===== src/verilog/module_regs_pkg.sv =====
// Function
// - Status bit 15 reads 1 while any generic fault is present
// - Status bit 14 reads 1 on a configuration fault
// - Status bit 13 reads 1 on a non-volatile memory fault
// - Writing 1 to status bit 12 commands a configuration save
// - Writing 1 to status bit 8 commands a whole-module reset
// - Status bits 11:9, 7:0 and error bits 15:10, 7:1 are unused
// - Error word bit 9 reads 1 on a stored-settings fault
// - Error word bit 8 reads 1 on a stored-calibration fault
// - Error word bit 0 reads 1 on a converter fault
package module_regs_pkg;
    localparam logic [15:0] ADDR_IDENTITY = 16'h9c41;
    localparam logic [15:0] ADDR_STATUS = 16'h9c42;
    localparam logic [15:0] ADDR_FW_CODE = 16'h9c7e;
    localparam logic [15:0] ADDR_FAULTS = 16'h9c7f;
    localparam int ST_GENERIC_BIT = 15;
    localparam int ST_CONFIG_BIT = 14;
    localparam int ST_NVM_BIT = 13;
    localparam int ST_SAVE_BIT = 12;
    localparam int ST_RESET_BIT = 8;
    localparam int ER_SETTING_BIT = 9;
    localparam int ER_CALIB_BIT = 8;
    localparam int ER_ADC_BIT = 0;
    localparam logic [15:0] REG_RESET_VALUE = 16'h0000;
    // Arbitrary identity values
    localparam logic [7:0] PRODUCT_CODE = 8'h5a;
    localparam logic [7:0] HW_REVISION = 8'h01;
    localparam logic [15:0] FW_CODE = 16'h0100;

    typedef struct packed {
        logic generic_fault;
        logic config_fault;
        logic nvm_fault;
        logic setting_fault;
        logic calib_fault;
        logic adc_fault;
    } fault_in_t;

    typedef struct packed {
        logic valid;
        logic write;
        logic [15:0] addr;
        logic [15:0] wdata;
    } reg_req_t;
endpackage : module_regs_pkg


===== src/verilog/reg_read_mux.sv =====
`timescale 1ns/1ps
module reg_read_mux (
    input wire logic clk_sys_in,
    input wire logic sys_rst_in,
    input wire logic rd_en_in,
    input wire logic [15:0] addr_in,
    input wire logic [15:0] status_in,
    input wire logic [15:0] faults_in,
    output logic [15:0] rdata_out,
    output logic hit_out
);
    always_ff @(posedge clk_sys_in or posedge sys_rst_in) begin
        if (sys_rst_in) begin
            rdata_out <= module_regs_pkg::REG_RESET_VALUE;
            hit_out <= 1'b0;
        end else if (rd_en_in) begin
            hit_out <= 1'b1;
            case (addr_in)
                module_regs_pkg::ADDR_IDENTITY: begin
                    rdata_out <= {module_regs_pkg::PRODUCT_CODE,
                                  module_regs_pkg::HW_REVISION};
                end
                module_regs_pkg::ADDR_STATUS: begin
                    rdata_out <= status_in;
                end
                module_regs_pkg::ADDR_FW_CODE: begin
                    rdata_out <= module_regs_pkg::FW_CODE;
                end
                module_regs_pkg::ADDR_FAULTS: begin
                    rdata_out <= faults_in;
                end
                default: begin
                    rdata_out <= module_regs_pkg::REG_RESET_VALUE;
                    hit_out <= 1'b0;
                end
            endcase
        end
    end
endmodule : reg_read_mux


===== src/verilog/module_status_id_registers.sv =====
`timescale 1ns/1ps
module module_status_id_registers (
    input wire logic clk_sys_in,
    input wire logic sys_rst_in,
    input wire module_regs_pkg::reg_req_t req_in,
    input wire module_regs_pkg::fault_in_t faults_in,
    output logic [15:0] rdata_out,
    output logic rvalid_out,
    output logic rhit_out,
    output logic save_cmd_out,
    output logic module_reset_out
);
    ////////////////////////////////////////////////////////////////////////
    // Fault inputs come from other logic; two flops since their domain is open
    module_regs_pkg::fault_in_t meta_q;
    module_regs_pkg::fault_in_t sync_q;
    logic [15:0] status_word;
    logic [15:0] fault_word;
    logic rd_en;
    logic wr_status;

    function automatic logic is_status_addr(input logic [15:0] addr);
        return addr == module_regs_pkg::ADDR_STATUS;
    endfunction : is_status_addr

    function automatic logic is_mapped_addr(input logic [15:0] addr);
        return (addr == module_regs_pkg::ADDR_IDENTITY) ||
               (addr == module_regs_pkg::ADDR_STATUS) ||
               (addr == module_regs_pkg::ADDR_FW_CODE) ||
               (addr == module_regs_pkg::ADDR_FAULTS);
    endfunction : is_mapped_addr

    // Defined bits cleared, so only the spare bits remain
    function automatic logic [15:0] status_spare(input logic [15:0] word);
        logic [15:0] spare;
        spare = word;
        spare[module_regs_pkg::ST_GENERIC_BIT] = 1'b0;
        spare[module_regs_pkg::ST_CONFIG_BIT] = 1'b0;
        spare[module_regs_pkg::ST_NVM_BIT] = 1'b0;
        spare[module_regs_pkg::ST_SAVE_BIT] = 1'b0;
        spare[module_regs_pkg::ST_RESET_BIT] = 1'b0;
        return spare;
    endfunction : status_spare

    function automatic logic [15:0] fault_spare(input logic [15:0] word);
        logic [15:0] spare;
        spare = word;
        spare[module_regs_pkg::ER_SETTING_BIT] = 1'b0;
        spare[module_regs_pkg::ER_CALIB_BIT] = 1'b0;
        spare[module_regs_pkg::ER_ADC_BIT] = 1'b0;
        return spare;
    endfunction : fault_spare

    always_ff @(posedge clk_sys_in or posedge sys_rst_in) begin
        if (sys_rst_in) begin
            meta_q <= '0;
            sync_q <= '0;
        end else begin
            meta_q <= faults_in;
            sync_q <= meta_q;
        end
    end

    ////////////////////////////////////////////////////////////////////////
    always_comb begin
        status_word = module_regs_pkg::REG_RESET_VALUE;
        status_word[module_regs_pkg::ST_GENERIC_BIT] = sync_q.generic_fault;
        status_word[module_regs_pkg::ST_CONFIG_BIT] = sync_q.config_fault;
        status_word[module_regs_pkg::ST_NVM_BIT] = sync_q.nvm_fault;
        status_word[module_regs_pkg::ST_SAVE_BIT] = save_cmd_out;
        status_word[module_regs_pkg::ST_RESET_BIT] = module_reset_out;
        fault_word = module_regs_pkg::REG_RESET_VALUE;
        fault_word[module_regs_pkg::ER_SETTING_BIT] = sync_q.setting_fault;
        fault_word[module_regs_pkg::ER_CALIB_BIT] = sync_q.calib_fault;
        fault_word[module_regs_pkg::ER_ADC_BIT] = sync_q.adc_fault;
    end

    assign rd_en = req_in.valid && !req_in.write;
    assign wr_status = req_in.valid && req_in.write &&
                       is_status_addr(req_in.addr);

    ////////////////////////////////////////////////////////////////////////
    // Commands are one-cycle pulses; the firmware side acts on them
    always_ff @(posedge clk_sys_in or posedge sys_rst_in) begin
        if (sys_rst_in) begin
            save_cmd_out <= 1'b0;
            module_reset_out <= 1'b0;
        end else begin
            save_cmd_out <= wr_status && req_in.wdata[module_regs_pkg::ST_SAVE_BIT];
            module_reset_out <= wr_status &&
                                req_in.wdata[module_regs_pkg::ST_RESET_BIT];
        end
    end

    always_ff @(posedge clk_sys_in or posedge sys_rst_in) begin
        if (sys_rst_in) begin
            rvalid_out <= 1'b0;
        end else begin
            rvalid_out <= rd_en;
        end
    end

    reg_read_mux u_mux (
        .clk_sys_in(clk_sys_in),
        .sys_rst_in(sys_rst_in),
        .rd_en_in(rd_en),
        .addr_in(req_in.addr),
        .status_in(status_word),
        .faults_in(fault_word),
        .rdata_out(rdata_out),
        .hit_out(rhit_out)
    );

    ////////////////////////////////////////////////////////////////////////
    save_cmd_a: assert property (
        @(posedge clk_sys_in) disable iff (sys_rst_in)
        wr_status && req_in.wdata[module_regs_pkg::ST_SAVE_BIT]
        |=> save_cmd_out
    ) else $error("save command not issued");

    save_idle_a: assert property (
        @(posedge clk_sys_in) disable iff (sys_rst_in)
        save_cmd_out
        |-> $past(wr_status && req_in.wdata[module_regs_pkg::ST_SAVE_BIT])
    ) else $error("spurious save command");

    reset_cmd_a: assert property (
        @(posedge clk_sys_in) disable iff (sys_rst_in)
        wr_status && req_in.wdata[module_regs_pkg::ST_RESET_BIT]
        |=> module_reset_out
    ) else $error("reset command not issued");

    reset_idle_a: assert property (
        @(posedge clk_sys_in) disable iff (sys_rst_in)
        module_reset_out
        |-> $past(wr_status && req_in.wdata[module_regs_pkg::ST_RESET_BIT])
    ) else $error("spurious reset command");

    generic_bit_a: assert property (
        @(posedge clk_sys_in) disable iff (sys_rst_in)
        rd_en && is_status_addr(req_in.addr)
        |=> rdata_out[module_regs_pkg::ST_GENERIC_BIT] == $past(sync_q.generic_fault)
    ) else $error("generic fault bit wrong");

    config_bit_a: assert property (
        @(posedge clk_sys_in) disable iff (sys_rst_in)
        rd_en && is_status_addr(req_in.addr)
        |=> rdata_out[module_regs_pkg::ST_CONFIG_BIT] == $past(sync_q.config_fault)
    ) else $error("config fault bit wrong");

    nvm_bit_a: assert property (
        @(posedge clk_sys_in) disable iff (sys_rst_in)
        rd_en && is_status_addr(req_in.addr)
        |=> rdata_out[module_regs_pkg::ST_NVM_BIT] == $past(sync_q.nvm_fault)
    ) else $error("memory fault bit wrong");

    cmd_echo_a: assert property (
        @(posedge clk_sys_in) disable iff (sys_rst_in)
        rd_en && is_status_addr(req_in.addr)
        |=> rdata_out[module_regs_pkg::ST_SAVE_BIT] == $past(save_cmd_out) &&
            rdata_out[module_regs_pkg::ST_RESET_BIT] == $past(module_reset_out)
    ) else $error("command bits read back wrong");

    status_unused_a: assert property (
        @(posedge clk_sys_in) disable iff (sys_rst_in)
        rd_en && is_status_addr(req_in.addr)
        |=> status_spare(rdata_out) == 16'h0000
    ) else $error("unused status bits set");

    unused_bits_a: assert property (
        @(posedge clk_sys_in) disable iff (sys_rst_in)
        rd_en && req_in.addr == module_regs_pkg::ADDR_FAULTS
        |=> fault_spare(rdata_out) == 16'h0000
    ) else $error("unused error bits set");

    setting_bit_a: assert property (
        @(posedge clk_sys_in) disable iff (sys_rst_in)
        rd_en && req_in.addr == module_regs_pkg::ADDR_FAULTS
        |=> rdata_out[module_regs_pkg::ER_SETTING_BIT] == $past(sync_q.setting_fault)
    ) else $error("setting fault bit wrong");

    calib_bit_a: assert property (
        @(posedge clk_sys_in) disable iff (sys_rst_in)
        rd_en && req_in.addr == module_regs_pkg::ADDR_FAULTS
        |=> rdata_out[module_regs_pkg::ER_CALIB_BIT] == $past(sync_q.calib_fault)
    ) else $error("calibration fault bit wrong");

    adc_bit_a: assert property (
        @(posedge clk_sys_in) disable iff (sys_rst_in)
        rd_en && req_in.addr == module_regs_pkg::ADDR_FAULTS
        |=> rdata_out[module_regs_pkg::ER_ADC_BIT] == $past(sync_q.adc_fault)
    ) else $error("converter fault bit wrong");

    identity_a: assert property (
        @(posedge clk_sys_in) disable iff (sys_rst_in)
        rd_en && req_in.addr == module_regs_pkg::ADDR_IDENTITY
        |=> rdata_out == {module_regs_pkg::PRODUCT_CODE, module_regs_pkg::HW_REVISION}
    ) else $error("identity value wrong");

    read_answer_a: assert property (
        @(posedge clk_sys_in) disable iff (sys_rst_in)
        rd_en
        |=> rvalid_out
    ) else $error("read not answered");

    rvalid_pulse_a: assert property (
        @(posedge clk_sys_in) disable iff (sys_rst_in)
        rvalid_out
        |-> $past(rd_en)
    ) else $error("read valid without request");

    mapped_hit_a: assert property (
        @(posedge clk_sys_in) disable iff (sys_rst_in)
        rd_en && is_mapped_addr(req_in.addr)
        |=> rhit_out
    ) else $error("mapped read missed");

    unmapped_read_a: assert property (
        @(posedge clk_sys_in) disable iff (sys_rst_in)
        rd_en && !is_mapped_addr(req_in.addr)
        |=> !rhit_out && rdata_out == 16'h0000
    ) else $error("unmapped read answered");

    read_hold_a: assert property (
        @(posedge clk_sys_in) disable iff (sys_rst_in)
        !rd_en
        |=> $stable(rdata_out) && $stable(rhit_out)
    ) else $error("read result changed without read");

    sync_lag_a: assert property (
        @(posedge clk_sys_in) disable iff (sys_rst_in)
        !$past(sys_rst_in) && !$past(sys_rst_in, 2)
        |-> sync_q == $past(faults_in, 2)
    ) else $error("fault synchroniser latency wrong");

    save_seen_c: cover property (@(posedge clk_sys_in) save_cmd_out);
    reset_seen_c: cover property (@(posedge clk_sys_in) module_reset_out);
    fault_read_c: cover property (@(posedge clk_sys_in) rvalid_out && rdata_out[0]);
    unmapped_read_c: cover property (@(posedge clk_sys_in) rvalid_out && !rhit_out);
    both_cmds_c: cover property (@(posedge clk_sys_in) save_cmd_out && module_reset_out);
endmodule : module_status_id_registers


===== config.mk =====
export PLATFORM = sky130hd
export DESIGN_NAME = module_status_id_registers
export DESIGN_NICKNAME = d
export VERILOG_FILES = /design/src/verilog/module_regs_pkg.sv /design/src/verilog/reg_read_mux.sv /design/src/verilog/module_status_id_registers.sv
export SDC_FILE = /design/constraint.sdc
export NUM_CORES = 1
export LEC_CHECK = 0
export BUFFER_PORTS_ARGS = -buffer_cell sky130_fd_sc_hd__buf_2
export CAP_MARGIN = 30
export CORE_UTILIZATION = 38
export DETAILED_ROUTE_END_ITERATION = 6
export PLACE_DENSITY = 0.71
export REMOVE_ABC_BUFFERS = 1
export SYNTH_ARGS = -nofsm -noshare
export SYNTH_HDL_FRONTEND = slang
export SYNTH_SLANG_ARGS = --single-unit

===== constraint.sdc =====
create_clock -name clk_sys_in -period 1.8 [get_ports clk_sys_in]
set_clock_uncertainty 0.05 [all_clocks]
set_input_delay 0.27 -clock clk_sys_in [delete_from_list [all_inputs] [get_ports clk_sys_in]]
set_output_delay 0.27 -clock clk_sys_in [all_outputs]
set_load 0.005 [all_outputs]

==> results_dict.tcl, run 1 <==
set metrics [dict create \
    core_um2 2300 \
    port_buffers 39 \
    syn_area_per_cell_um2 12.1 \
    initial_core_util 0.418 \
    p_seq_frac 0.544 \
    cpLargestDelayFamily "flip-flops" \
    drc 0 \
    cts_max_level 1 \
    grt_max_degree 25 \
    setup_tns_ns 0 \
    synth_most_common_cell "dfrtp_1" \
    post-route-period-util 0.646 \
    p_int_mw 0.821 \
    cpPeakStageDelay_ns 0.40 \
    ir_drop_v 0.000523 \
    diodes 0 \
    synth_edf_count 0 \
    area_delta_synth_final_pct 34.4 \
    p_leak_nw 0.687 \
    gp_congestion 0.717 \
    ant_nets 0 \
    rsz0062_at_grt "false" \
    grt_pass1_vias 689 \
    final_core_util 0.562 \
    place_hpwl_um 1280 \
    critPathLaunchType "flip-flop" \
    die-area_um2 2730 \
    ys_seq_elements 24 \
    grt-ovfl-total 0 \
    yosys.area.top_type_share 0.626 \
    drt_wl_total_um 1740 \
    cp_max_fo 2 \
    min_from "req_in[33]" \
    yosysSeqAreaShare 0.626 \
    critPathSlowestCell "dfrtp_1" \
    grt_usage 0.141 \
    avgViaCountPerCell 4.63 \
    fmax_mhz 860 \
    fin_area_um2 1290 \
    cp.arrival_ns 0.84 \
    setup_viol 0 \
    multi_input_area_um2 314 \
    cts_sinks 24 \
    pin_count 62 \
    routedWlPerCell_um 11.1 \
    ys_types 24 \
    crit_buf_inv 1 \
    syn_area_um2 960 \
    cts_tree "yes" \
    syn_inst 79 \
    synthArstFlopShare 1.00 \
    path_clk_slew_ns 0.13 \
    min_period_ns 1.16 \
    drv_cap 0 \
    synth_common_cells "dfrtp_1 (24), nand2_1 (10), buf_4 (8), o21ai_0 (7)" \
    finalPower_mw 1.02 \
    antenna_found_initial 0 \
    grt_pass1_wl_um 2700 \
    die_h_um 52.3 \
    vias 727 \
    switchingPower_mw 0.204 \
    seq_area_um2 601 \
    pwr_density_cell_nw_per_um2 794 \
    rows 17 \
    cts_root_buf "clkbuf_4" \
    hold_viol 0 \
    outcome "finished clean" \
    synth_area_leaders "dfrtp_1 (63%), buf_4 (6.3%), nand2_1 (3.9%)" \
    drtIter0Drc 7 \
    criticalPathCategory "reg -> out" \
    dieWidth_um 52.3 \
    placed_area_um2 1170 \
    fillers 224 \
    r2r_start "fault_word[8]" \
    p_comb_frac 0.081 \
    yosysWarnings 0 \
    ys.flop_type "dfrtp_1" \
    cp-end-kind "output port" \
    slew_viol_final 0 \
    synth.largest_area_cell "dfrtp_1" \
    placedCellCount 146 \
    required_ns 1.48 \
    final_cell_count_no_fill 157 \
    worstPathCellList "buf_2" \
    netSwitchingFraction 0.199 \
    final_nets 172 \
    cts_buffers 3 \
    drive_gt1_frac 0.380 \
    crit_path_start "u_mux.rdata_out[13]" \
    clock_power_share 0.375 \
    clockBufferDepth 2 \
    clock_latency_ns 0.31 \
    firstDrtPassIters 4 \
    worstHoldPathType "in -> reg" \
]
-- area by class of cell --
cell class,count,share of cell area
sequential,24,0.466
multi-input combinational,51,0.243
timing repair buffer,48,0.217
tap,28,0.0272
clock inverter,1,0.0233
clock buffer,3,0.0175
inverter,2,0.00582
-- placed cells by master (no fill, tap or decap), drive strengths merged, types with 2 or more instances in the layout --
cell and instances:
o21ai 7, conb 8, nand2b 2, dlygate4sd3 7, clkbuf 3, nand2 10, and2 2, dfrtp 24
buf 41, a211o 2, nand3 3, and4 4, inv 2, a21oi 2, nor2b 2
-- metrics by stage --
stage / worst slack (ns) / hold WS, ns
global placement: 0.385 / 0.265
detailed placement: 0.342 / 0.275
floorplan: 0.509 / 0.235
finish: 0.638 / 0.182
CTS: 0.625 / 0.00327
global route: 0.586 / 0.176
-- routing by layer --
metal  global-route usage  share of wire
met5                    0              0
met4                0.110          0.024
met3               0.0174          0.079
met2                0.248           0.49
met1                0.152           0.41
-- power by group through the flow --
stage	logic, mW	clock network, mW	registers, mW
floorplan	0.0276	0	0.567
CTS	0.0824	0.391	0.557
global route	0.0936	0.407	0.559
global placement	0.0690	0	0.567
finish	0.0834	0.384	0.557
detailed placement	0.0724	0	0.568
-- state kept, by name, summed over array words and instances (netlist names) --
signal and count:
rvalid_out 1, status_word 3, u_mux.hit_out 1, module_reset_out 1, meta_q 6, save_cmd_out 1, u_mux.rdata_out 8, fault_word 3
-- repair_timing --
item / 4_1_cts / 5_1_grt
hold buffers: 6 / 1
endpoints found under the hold margin: 29 / 1
gates resized for setup: 0 / 0
buffers inserted: 0 / 0
-- path summary, 6_finish.rpt --
path / end / slack, ns / cells past startpoint
hold / removal: module_reset_out / 0.18 / 2
setup reg to reg: u_mux.rdata_out[8] / 0.85 / 3
hold reg to reg: fault_word[0] / 0.31 / 0
max in group asynchronous: u_mux.rdata_out[12] / 1.00 / 4
min in group asynchronous: status_word[15] / 0.47 / 4
setup / recovery: rdata_out[13] / 0.64 / 1
-- logic make-up (layout without fill, tap and decap cells) --
group / count (synthesis) / in the layout / share of synthesized area
buf+inv: 11 / 54 / 0.0743
other cells: 1 / 8 / 0.00391
simple gates: 29 / 29 / 0.206
compound gates: 14 / 14 / 0.0900
flops: 24 / 24 / 0.626
(Power assumes the default switching activity.)
==> run 2: changes to the inputs <==
==> constraint.sdc (replaced) <==
create_clock -name clk_sys_in -period 1.11 [get_ports clk_sys_in]
set_clock_uncertainty 0.05 [all_clocks]
set_input_delay 0.1665 -clock clk_sys_in [delete_from_list [all_inputs] [get_ports clk_sys_in]]
set_output_delay 0.1665 -clock clk_sys_in [all_outputs]
set_load 0.005 [all_outputs]
==> results_dict.tcl, run 2 (synthesized netlist as in run 1, its figures left out) <==
set metrics [dict create \
    outcome "finished clean" \
    grt_max_degree 25 \
    firstDrtPassIters 3 \
    ant_nets 0 \
    avgViaCountPerCell 4.49 \
    grt_usage 0.153 \
    final_nets 181 \
    reg_top3 "u_mux.rdata_out x8, meta_q x6" \
    rsz0062_at_grt "true" \
    final_cell_mix "buf_2 (39), dfrtp_1 (24), buf_4 (11), nand2_1 (10), conb_1 (8)" \
    drtIter0Drc 4 \
    critPathLaunchType "flip-flop" \
    cts_sinks 24 \
    critPathSlowestCell "dfrtp_1" \
    clock_latency_ns 0.30 \
    finalPower_mw 1.66 \
    required_ns 0.89 \
    path_clk_slew_ns 0.13 \
    multi_input_area_um2 314 \
    crit_buf_inv 1 \
    cts_buffers 3 \
    worst_hold_slack_ns 0.0794 \
    gp_congestion 0.727 \
    initial_core_util 0.418 \
    grt_pass1_wl_um 2980 \
    dieWidth_um 52.3 \
    port_buffers 39 \
    cts_tree "yes" \
    cp_max_fo 2 \
    slew_viol_final 0 \
    regMostFlops "u_mux.rdata_out" \
    final_common_cell "buf_2" \
    final_core_util 0.591 \
    cp-end-kind "output port" \
    core_um2 2300 \
    drv_cap 0 \
    pin_count 62 \
    die_h_um 52.3 \
    drive_gt1_frac 0.420 \
    p_leak_nw 0.734 \
    grt-ovfl-total 0 \
    ir_drop_v 0.000877 \
    cpPeakStageDelay_ns 0.40 \
    pwr_density_cell_nw_per_um2 1220 \
    final_cell_count_no_fill 166 \
    worstHoldPathType "in -> reg" \
    min_period_ns 1.05 \
    setup_viol 0 \
    criticalPathCategory "reg -> out" \
    drc 0 \
    cp.arrival_ns 0.83 \
    grt_pass1_vias 755 \
    worstPathCellList "buf_2" \
    routedWlPerCell_um 10.5 \
    fmax_mhz 954 \
    area_delta_synth_final_pct 41.5 \
    placedCellCount 151 \
    fillers 199 \
    cts_root_buf "clkbuf_4" \
    vias 745 \
    largest_register_ffs 8 \
    cts_max_level 1 \
    hold_viol 0 \
    rows 17 \
    cpLargestDelayFamily "flip-flops" \
    antenna_found_initial 0 \
    diodes 0 \
    place_hpwl_um 1320 \
    drt_wl_total_um 1750 \
    seq_area_um2 601 \
    die-area_um2 2730 \
    post-route-period-util 0.944 \
    clockBufferDepth 2 \
]
-- run 2: changes by cell type in the layout (fill, tap and decap cells not counted) --
cell,change
buf_4,+9
-- run 2: power breakdown --
| group | switching, mW | leakage, nW | internal (mW) |
|---|---|---|---|
| clock network | 0.245 | 0.0279 | 0.365 |
| registers | 0.00640 | 0.306 | 0.898 |
| logic | 0.0683 | 0.399 | 0.0787 |
-- run 2: routing by layer --
| layer | track usage | routed length (um) | up-vias |
|---|---|---|---|
| met1 | 0.168 | 718 | 334 |
| met2 | 0.280 | 900 | 37 |
| met3 | 0.0348 | 130 | 0 |
| li1 | - | - | 374 |
| met5 | 0 | 0 | - |
| met4 | 0.0658 | 0 | 0 |
-- run 2: timing repair --
| action | 4_1_cts | 5_1_grt |
|---|---|---|
| gates resized for setup | 0 | 0 |
| setup buffers | 0 | 4 |
| hold buffers | 7 | 0 |
| hold endpoints to repair | 30 | 0 |
| setup endpoints to repair | 0 | 5 |
-- run 2: path summary, 6_finish.rpt --
path	from	to	slack, ns	depth (start not counted)
worst max-delay path	module_reset_out	module_reset_out	0.06	1
worst min-delay path	req_in[33]	save_cmd_out	0.08	2
worst max register to register	fault_word[8]	u_mux.rdata_out[8]	0.15	3
worst min register to register	meta_q[2]	fault_word[9]	0.31	0
max in group asynchronous	sys_rst_in	u_mux.rdata_out[0]	0.41	4
min in group asynchronous	sys_rst_in	meta_q[4]	0.38	4
-- run 2: cell type report --
type | instances | area share
tap | 28 | 0.0258
clock buffer | 3 | 0.0166
multi-input combinational | 51 | 0.231
clock inverter | 1 | 0.0221
sequential | 24 | 0.442
inverter | 2 | 0.00553
timing repair buffer | 57 | 0.256
-- run 2: through the flow --
| stage | cell area [um^2] | setup WS (ns) | TNS, ns |
|---|---|---|---|
| after floorplan | 922 | -0.0778 | -0.228 |
| final | 1360 | 0.0620 | 0 |
| after CTS | 1330 | 0.0427 | 0 |
| after global placement | 1200 | -0.192 | -1.53 |
| after detailed placement | 1200 | -0.234 | -1.96 |
| after global routing | 1360 | -0.00955 | -0.0228 |
